## src/fcb_defs.vh

```
`ifndef FCB_DEFS_VH
`define FCB_DEFS_VH

// Printed register indices (word offsets; the byte address is four times the index)
`define FCB_IDX_TAP1      12'h448
`define FCB_IDX_TAP2      12'h44a
`define FCB_IDX_TAP3      12'h44c
`define FCB_IDX_TAP4      12'h44e
`define FCB_IDX_TAP5      12'h450
`define FCB_IDX_TAP6      12'h453
`define FCB_IDX_TAP7      12'h455
`define FCB_IDX_TAP8      12'h457
`define FCB_IDX_TAP9      12'h459
// Control register index: dual channel enable in bit 0
`define FCB_IDX_CTRL      12'h460
`define FCB_CTRL_DUAL_BIT 0

// Field layout
`define FCB_OUTER_REG_W   16
`define FCB_OUTER_COEF_W  12
`define FCB_CENTER_REG_W  24
`define FCB_CENTER_COEF_W 18
`define FCB_NUM_TAPS      9
`define FCB_CENTER_TAP    4

// Reset values
`define FCB_RST_OUTER     16'h0000
`define FCB_RST_CENTER    24'h000000

// AXI responses
`define FCB_RESP_OKAY     2'b00
`define FCB_RESP_SLVERR   2'b10

`endif

```

## src/fcb_coef_bank.v

```verilog
`timescale 1ns/1ns
`include "fcb_defs.vh"

module fcb_coef_bank #(
    parameter SAMPLE_W = 12,
    parameter OUT_W    = 36
) (
    // Clock, reset, enable
    input  wire                       core_clk_i,
    input  wire                       srst_i,
    input  wire                       ce_i,
    // AXI4-Lite write address
    input  wire [15:0]                s_axi_awaddr,
    input  wire                       s_axi_awvalid,
    output wire                       s_axi_awready,
    // AXI4-Lite write data
    input  wire [31:0]                s_axi_wdata,
    input  wire [3:0]                 s_axi_wstrb,
    input  wire                       s_axi_wvalid,
    output wire                       s_axi_wready,
    // AXI4-Lite write response
    output reg  [1:0]                 s_axi_bresp,
    output reg                        s_axi_bvalid,
    input  wire                       s_axi_bready,
    // AXI4-Lite read address
    input  wire [15:0]                s_axi_araddr,
    input  wire                       s_axi_arvalid,
    output wire                       s_axi_arready,
    // AXI4-Lite read data
    output reg  [31:0]                s_axi_rdata,
    output reg  [1:0]                 s_axi_rresp,
    output reg                        s_axi_rvalid,
    input  wire                       s_axi_rready,
    // Second-channel samples in, filtered samples out
    input  wire                       sample_valid_i,
    input  wire signed [SAMPLE_W-1:0] sample_i,
    output wire                       filt_valid_o,
    output wire signed [OUT_W-1:0]    filt_o,
    // Mode status
    output wire                       dual_mode_o
);

    // Coefficient storage, full register width including reserved bits
    reg  [`FCB_OUTER_REG_W-1:0]  tap_reg [0:8];
    reg  [`FCB_CENTER_REG_W-1:0] center_reg;
    reg                          dual_reg;

    // Address capture so AW and W may arrive in either order
    reg  [15:0] aw_addr_reg;
    reg         aw_held_reg;
    reg  [31:0] w_data_reg;
    reg  [3:0]  w_strb_reg;
    reg         w_held_reg;

    wire        do_write;
    reg  [3:0]  wr_sel;
    reg         wr_hit;
    reg  [3:0]  rd_sel;
    reg         rd_hit;
    reg  [31:0] rd_val;
    wire [11:0] wr_idx;
    wire [11:0] rd_idx;
    wire [31:0] wr_mask;
    integer     i;

    // Byte address is four times the printed index
    assign wr_idx = aw_addr_reg[13:2];
    assign rd_idx = s_axi_araddr[13:2];

    // Write channels accept only while their own beat and the response are clear; read only while no read data waits
    assign s_axi_awready = !aw_held_reg && !s_axi_bvalid;
    assign s_axi_wready  = !w_held_reg && !s_axi_bvalid;
    assign s_axi_arready = !s_axi_rvalid;
    assign do_write      = aw_held_reg && w_held_reg && !s_axi_bvalid;

    assign wr_mask = {{8{w_strb_reg[3]}}, {8{w_strb_reg[2]}}, {8{w_strb_reg[1]}}, {8{w_strb_reg[0]}}};

    // Write decode: index to slot, 4 is the centre, 10 is control
    always @* begin
        wr_hit = 1'b1;
        wr_sel = 4'h0;
        if (wr_idx == `FCB_IDX_TAP1) begin
            wr_sel = 4'h0;
        end else if (wr_idx == `FCB_IDX_TAP2) begin
            wr_sel = 4'h1;
        end else if (wr_idx == `FCB_IDX_TAP3) begin
            wr_sel = 4'h2;
        end else if (wr_idx == `FCB_IDX_TAP4) begin
            wr_sel = 4'h3;
        end else if (wr_idx == `FCB_IDX_TAP5) begin
            wr_sel = 4'h4;
        end else if (wr_idx == `FCB_IDX_TAP6) begin
            wr_sel = 4'h5;
        end else if (wr_idx == `FCB_IDX_TAP7) begin
            wr_sel = 4'h6;
        end else if (wr_idx == `FCB_IDX_TAP8) begin
            wr_sel = 4'h7;
        end else if (wr_idx == `FCB_IDX_TAP9) begin
            wr_sel = 4'h8;
        end else if (wr_idx == `FCB_IDX_CTRL) begin
            wr_sel = 4'ha;
        end else begin
            wr_hit = 1'b0;
        end
    end

    // Read decode, same map
    always @* begin
        rd_hit = 1'b1;
        rd_sel = 4'h0;
        if (rd_idx == `FCB_IDX_TAP1) begin
            rd_sel = 4'h0;
        end else if (rd_idx == `FCB_IDX_TAP2) begin
            rd_sel = 4'h1;
        end else if (rd_idx == `FCB_IDX_TAP3) begin
            rd_sel = 4'h2;
        end else if (rd_idx == `FCB_IDX_TAP4) begin
            rd_sel = 4'h3;
        end else if (rd_idx == `FCB_IDX_TAP5) begin
            rd_sel = 4'h4;
        end else if (rd_idx == `FCB_IDX_TAP6) begin
            rd_sel = 4'h5;
        end else if (rd_idx == `FCB_IDX_TAP7) begin
            rd_sel = 4'h6;
        end else if (rd_idx == `FCB_IDX_TAP8) begin
            rd_sel = 4'h7;
        end else if (rd_idx == `FCB_IDX_TAP9) begin
            rd_sel = 4'h8;
        end else if (rd_idx == `FCB_IDX_CTRL) begin
            rd_sel = 4'ha;
        end else begin
            rd_hit = 1'b0;
        end
    end

    // Read value; bits above each register's width read zero
    always @* begin
        rd_val = 32'h00000000;
        if (!rd_hit) begin
            // Unmapped index reads zero, never a stale tap
            rd_val = 32'h00000000;
        end else if (rd_sel == 4'h4) begin
            rd_val = {8'h00, center_reg};
        end else if (rd_sel == 4'ha) begin
            rd_val = {31'h00000000, dual_reg};
        end else if (rd_sel == 4'h8) begin
            // Known readback flaw kept: coefficient MSB always reads zero
            rd_val = {16'h0000, tap_reg[8] & 16'hf7ff};
        end else begin
            rd_val = {16'h0000, tap_reg[rd_sel]};
        end
    end

    // Register file and bus handshake
    always @(posedge core_clk_i) begin
        if (srst_i) begin
            for (i = 0; i < 9; i = i + 1) begin
                tap_reg[i] <= `FCB_RST_OUTER;
            end
            center_reg   <= `FCB_RST_CENTER;
            dual_reg     <= 1'b0;
            aw_addr_reg  <= 16'h0000;
            aw_held_reg  <= 1'b0;
            w_data_reg   <= 32'h00000000;
            w_strb_reg   <= 4'h0;
            w_held_reg   <= 1'b0;
            s_axi_bvalid <= 1'b0;
            s_axi_bresp  <= `FCB_RESP_OKAY;
            s_axi_rvalid <= 1'b0;
            s_axi_rresp  <= `FCB_RESP_OKAY;
            s_axi_rdata  <= 32'h00000000;
        end else if (ce_i) begin
            if (s_axi_awvalid && s_axi_awready) begin
                aw_addr_reg <= s_axi_awaddr;
                aw_held_reg <= 1'b1;
            end
            if (s_axi_wvalid && s_axi_wready) begin
                w_data_reg <= s_axi_wdata;
                w_strb_reg <= s_axi_wstrb;
                w_held_reg <= 1'b1;
            end
            // Tap reserved bits are stored too, they are read/write; control stores bit 0 only
            if (do_write) begin
                aw_held_reg  <= 1'b0;
                w_held_reg   <= 1'b0;
                s_axi_bvalid <= 1'b1;
                s_axi_bresp  <= wr_hit ? `FCB_RESP_OKAY : `FCB_RESP_SLVERR;
                if (wr_hit && wr_sel == 4'h4) begin
                    center_reg <= (center_reg & ~wr_mask[23:0]) | (w_data_reg[23:0] & wr_mask[23:0]);
                end else if (wr_hit && wr_sel == 4'ha) begin
                    if (w_strb_reg[0]) begin
                        dual_reg <= w_data_reg[`FCB_CTRL_DUAL_BIT];
                    end
                end else if (wr_hit) begin
                    tap_reg[wr_sel] <= (tap_reg[wr_sel] & ~wr_mask[15:0]) | (w_data_reg[15:0] & wr_mask[15:0]);
                end
            end else if (s_axi_bvalid && s_axi_bready) begin
                s_axi_bvalid <= 1'b0;
            end
            if (s_axi_arvalid && s_axi_arready) begin
                s_axi_rvalid <= 1'b1;
                s_axi_rdata  <= rd_val;
                s_axi_rresp  <= rd_hit ? `FCB_RESP_OKAY : `FCB_RESP_SLVERR;
            end else if (s_axi_rvalid && s_axi_rready) begin
                s_axi_rvalid <= 1'b0;
            end
        end
    end

    // Sign-extend outer coefficients into one bus, centre taken as is, tap 1 lowest; tap 9 keeps its MSB
    wire [9*18-1:0] coef_bus;
    genvar g;
    generate
        for (g = 0; g < 9; g = g + 1) begin : g_coef
            if (g == `FCB_CENTER_TAP) begin : g_ctr
                assign coef_bus[g*18 +: 18] = center_reg[17:0];
            end else begin : g_out
                assign coef_bus[g*18 +: 18] = {{6{tap_reg[g][11]}}, tap_reg[g][11:0]};
            end
        end
    endgenerate

    assign dual_mode_o = dual_reg;

    // Filter only active in dual channel mode
    fcb_mac #(
        .SAMPLE_W (SAMPLE_W),
        .OUT_W    (OUT_W)
    ) u_mac (
        .core_clk_i     (core_clk_i),
        .srst_i         (srst_i),
        .ce_i           (ce_i),
        .enable_i       (dual_reg),
        .coefs_i        (coef_bus),
        .sample_valid_i (sample_valid_i),
        .sample_i       (sample_i),
        .out_valid_o    (filt_valid_o),
        .out_o          (filt_o)
    );

endmodule

```

## src/fcb_mac.v

```verilog
`timescale 1ns/1ns
`include "fcb_defs.vh"

// Nine-tap sum of products, one registered output per enabled sample
module fcb_mac #(
    parameter SAMPLE_W = 12,
    parameter OUT_W    = 36
) (
    // Clock and control
    input  wire                       core_clk_i,
    input  wire                       srst_i,
    input  wire                       ce_i,
    input  wire                       enable_i,
    // Coefficients, tap 1 in the low slice, all 18 bits wide, outer taps sign-extended
    input  wire [9*18-1:0]            coefs_i,
    // Samples
    input  wire                       sample_valid_i,
    input  wire signed [SAMPLE_W-1:0] sample_i,
    output reg                        out_valid_o,
    output reg  signed [OUT_W-1:0]    out_o
);

    reg signed [SAMPLE_W-1:0] delay_reg [0:7];
    reg signed [OUT_W-1:0]    acc;
    integer                   k;
    integer                   s;

    // Newest sample meets tap 1 straight from the input, so the sum is ready on the shift edge
    always @* begin
        acc = $signed(coefs_i[17:0]) * sample_i;
        for (k = 1; k < 9; k = k + 1) begin
            acc = acc + $signed(coefs_i[k*18 +: 18]) * delay_reg[k-1];
        end
    end

    // Delay line and output register
    always @(posedge core_clk_i) begin
        if (srst_i) begin
            for (s = 0; s < 8; s = s + 1) begin
                delay_reg[s] <= {SAMPLE_W{1'b0}};
            end
            out_valid_o <= 1'b0;
            out_o       <= {OUT_W{1'b0}};
        end else if (ce_i) begin
            out_valid_o <= enable_i && sample_valid_i;
            if (sample_valid_i) begin
                delay_reg[0] <= sample_i;
                for (s = 1; s < 8; s = s + 1) begin
                    delay_reg[s] <= delay_reg[s-1];
                end
            end
            // Sum is latched with its valid so both stand in the same cycle
            if (enable_i && sample_valid_i) begin
                out_o <= acc;
            end else if (!enable_i) begin
                out_o <= {OUT_W{1'b0}};
            end
        end
    end

endmodule

```

## config.mk

```make
export PLATFORM = sky130hd
export DESIGN_NAME = fcb_coef_bank
export DESIGN_NICKNAME = d
export VERILOG_FILES = /design/src/fcb_coef_bank.v /design/src/fcb_mac.v
export VERILOG_INCLUDE_DIRS = /design/src
export SDC_FILE = /design/constraint.sdc
export NUM_CORES = 2
export LEC_CHECK = 0
export BUFFER_PORTS_ARGS = -buffer_cell sky130_fd_sc_hd__buf_2
export CORE_ASPECT_RATIO = 0.8
export CORE_MARGIN = 4
export CORE_UTILIZATION = 35
export DETAILED_ROUTE_END_ITERATION = 10
export PLACE_DENSITY_LB_ADDON = 0.15
export SLEW_MARGIN = 20
export SYNTH_ARGS = -nofsm -noshare
export SYNTH_HDL_FRONTEND = slang
export SYNTH_SLANG_ARGS = --single-unit
```

## constraint.sdc

```tcl
create_clock -name core_clk_i -period 14.65 [get_ports core_clk_i]
set_input_delay 2.1975 -clock core_clk_i [delete_from_list [all_inputs] [get_ports core_clk_i]]
set_output_delay 2.1975 -clock core_clk_i [all_outputs]
set_load 0.005 [all_outputs]
```

==> results.toml <==
[worst_setup_path]
worstPathArrival_ns = 12.31
path_class = "in2reg"
slowest_stage = "o32ai_1"
r2r_slack_ns = 3.00
timing.rr.start = "tap_reg[5][7]"
r2r_end = "u_mac.out_o[34]"
start_kind = "input pin"
cpPeakStageDelay_ns = 0.84
endpoint_kind = "flip-flop"
path_max_fanout = 13
r2r_cells = 36
path_common_cell = "fa_1"
worst-endpoint-required_ns = 15.26

[sta]
final_max_slew_viol_count = 0
fin_crit_ns = 11.70
fin_skew_ns = 0.04943
finalHoldViolCount = 0
setup_viol = 0
tightest_slew_ns = 1.135
period_share_pct = 79.86
rsz0062_at_grt = "no"
setup_ws_ns = 2.950
holdWs_ns = 0.4390
max_slew_margin_pct = 23.79
finalSetupTns_ns = 0
max_freq_ghz = 0.08547

[synth]
netlist-cell-type-count = 86
synth_enable_flop_cells = 316
ys_seq_area_share_pct = 15.99
avgSynthCellArea_um2 = 9.500
ys_ff_latch = 447
ys_warn_count = 0
yosys_most_used_dff = "edfxtp_1"
synthArstFlopShare_pct = 0
synthCells = 7975
syn_area_mm2 = 0.07576

[grt]
antenna_found_initial = 6
grt_pass1_wl_um = 363300
grt_max_degree = 59
globalRouteOverflowTotal = 0
grtUsageTotal_pct = 21.65
grt_pass1_vias = 56048

[hold_path]
min_path_type = "reg2reg"
worstHoldPathCells = 2
min_to = "u_mac.out_o[34]"
hold_path.startpoint = "u_mac.out_o[34]"

[outcome]
run_status = "completed"

[place]
numPortBuffers = 140
place.gp.congestion = 0.8904
place_ws_ns = 2.439
dp_hpwl_um = 196800

[floorplan]
io_pins = 168
core_area_mm2 = 0.2149
die_w_um = 528.2
std_cell_rows = 152
dieArea_mm2 = 0.2240
initial_core_util_pct = 35.25
die_height_um = 424.1

[clocking]
cts-root-buf = "clkbuf_16"
h-tree-depth = 2
clkTransAtPathRegs_ns = 0.06
clk_path_buf_depth = 3
cts_hold_buf = 0
insertion_delay_ns = 0.72
post_cts_buffers = 0
cts_resized = 0
cts_tree = "done"
cts_sinks = 447
numCtsBuffers = 58

[detailed_routing]
viasPerCell = 4.932
drt_pre_antenna_iters = 6
ant_nets = 0
wire_per_inst_um = 21.79
drc_errors = 0
num_vias = 53885
wirelength_um = 238000
first_iter_violations = 4049

[finish]
largest_reg_flops = 220
drive_gt1_share_pct = 5.462
nets = 10119
layout-area-overhead-vs-synth_pct = 8.011

[job]
max_cap_violations = 0
==> Yosys cell counts, drive strengths merged (29+ instances only) <==
cell type,instances,area [µm²]
edfxtp,316,9489
inv,1775,6663
a21oi,271,1544
xor2,58,508.0
nand3,96,480.5
nand2,1142,4294
clkbuf,302,1134
mux4,48,1081
ha,505,6319
nor2,352,1321
nand2b,107,669.4
mux2i,60,600.6
fa,1500,30030
a22oi,44,340.3
o21ai,121,609.3
nor3,65,325.3
a21o,49,367.9
xnor2,187,1638
dfxtp,131,2623
buf,40,261.5
o21bai,33,247.7
o21a,29,217.7
and2,491,3072
nor2b,41,256.5
==> worst max path at each step <==
| stage | from | end | slack, ns |
|---|---|---|---|
| after floorplan | sample_i[3] | u_mac.out_o[28] | 3.85 |
| after global placement | sample_i[0] | u_mac.out_o[34] | 2.52 |
| after detailed placement | sample_i[0] | u_mac.out_o[34] | 2.44 |
| after CTS | sample_i[0] | u_mac.out_o[34] | 3.18 |
| after global routing | tap_reg[5][7] | u_mac.out_o[34] | 2.35 |
| final | sample_i[0] | u_mac.out_o[34] | 2.95 |
==> through the flow <==
stage          instances  instance area (µm²)  util [%]
2_1_floorplan       8076                76140         -
3_5_place_dp       10812                79780     37.12
6_report           10925                81830     38.08
5_1_grt            10923                81830     38.08
4_1_cts            10921                81790     38.06
3_3_place_gp       10809                79730     37.10
==> logic make-up after synthesis <==
| family | share of synthesized area [%] |
|---|---|
| multiplexers | 2.220 |
| other | 0.004950 |
| adder cells (fa/ha/maj) | 47.98 |
| buffers and inverters | 10.66 |
| XOR/XNOR | 2.832 |
| flip-flops | 15.99 |
| AND/OR/NAND/NOR | 14.42 |
| AO/OA/AOI/OAI | 5.906 |
==> cell usage in the layout, fill, tap and decap left out, types with 49 or more instances in the layout <==
cell and instances:
a21o_1 49, xor2_1 58, fa_1 1500, dfxtp_1 131, xnor2_1 186, nor3_1 65, mux2i_1 60, and2_1 491
a21oi_1 243, conb_1 102, ha_1 505, nand3_1 95, clkbuf_16 59, edfxtp_1 316, o21ai_0 75, buf_4 86
nand2_1 1141, nor2_1 348, inv_1 1763, buf_2 140, nand2b_1 104
==> routing by layer <==
metal  GRT usage, %  vias up  wire length (µm)
met4          3.678        0              4066
met1          33.19    28052            114900
met2          31.82     1512            101300
li1               -    24175                 -
met5              0        -                 0
met3          4.409      146             17770
==> worst max-delay path, delay by kind of cell <==
kind	cells	cell delay, ns
fa+ha+maj	11	5.27
compound gates	10	3.12
buf+inv	6	0.71
xor+xnor	1	0.20
simple gates	6	0.81
==> cell type report <==
cell class,instances,area [µm²]
antenna,2,5.005
clock buffer,89,1684
clock inverter,20,329.1
fill,21728,133100
inverter,1779,6678
multi-input combinational,5508,56050
sequential,447,12110
tap,2849,3565
timing repair buffer,231,1415
Power is left out: the tool's default activity adds up to more than one toggle a clock period on the data nets, which glitch-free logic cannot reach.
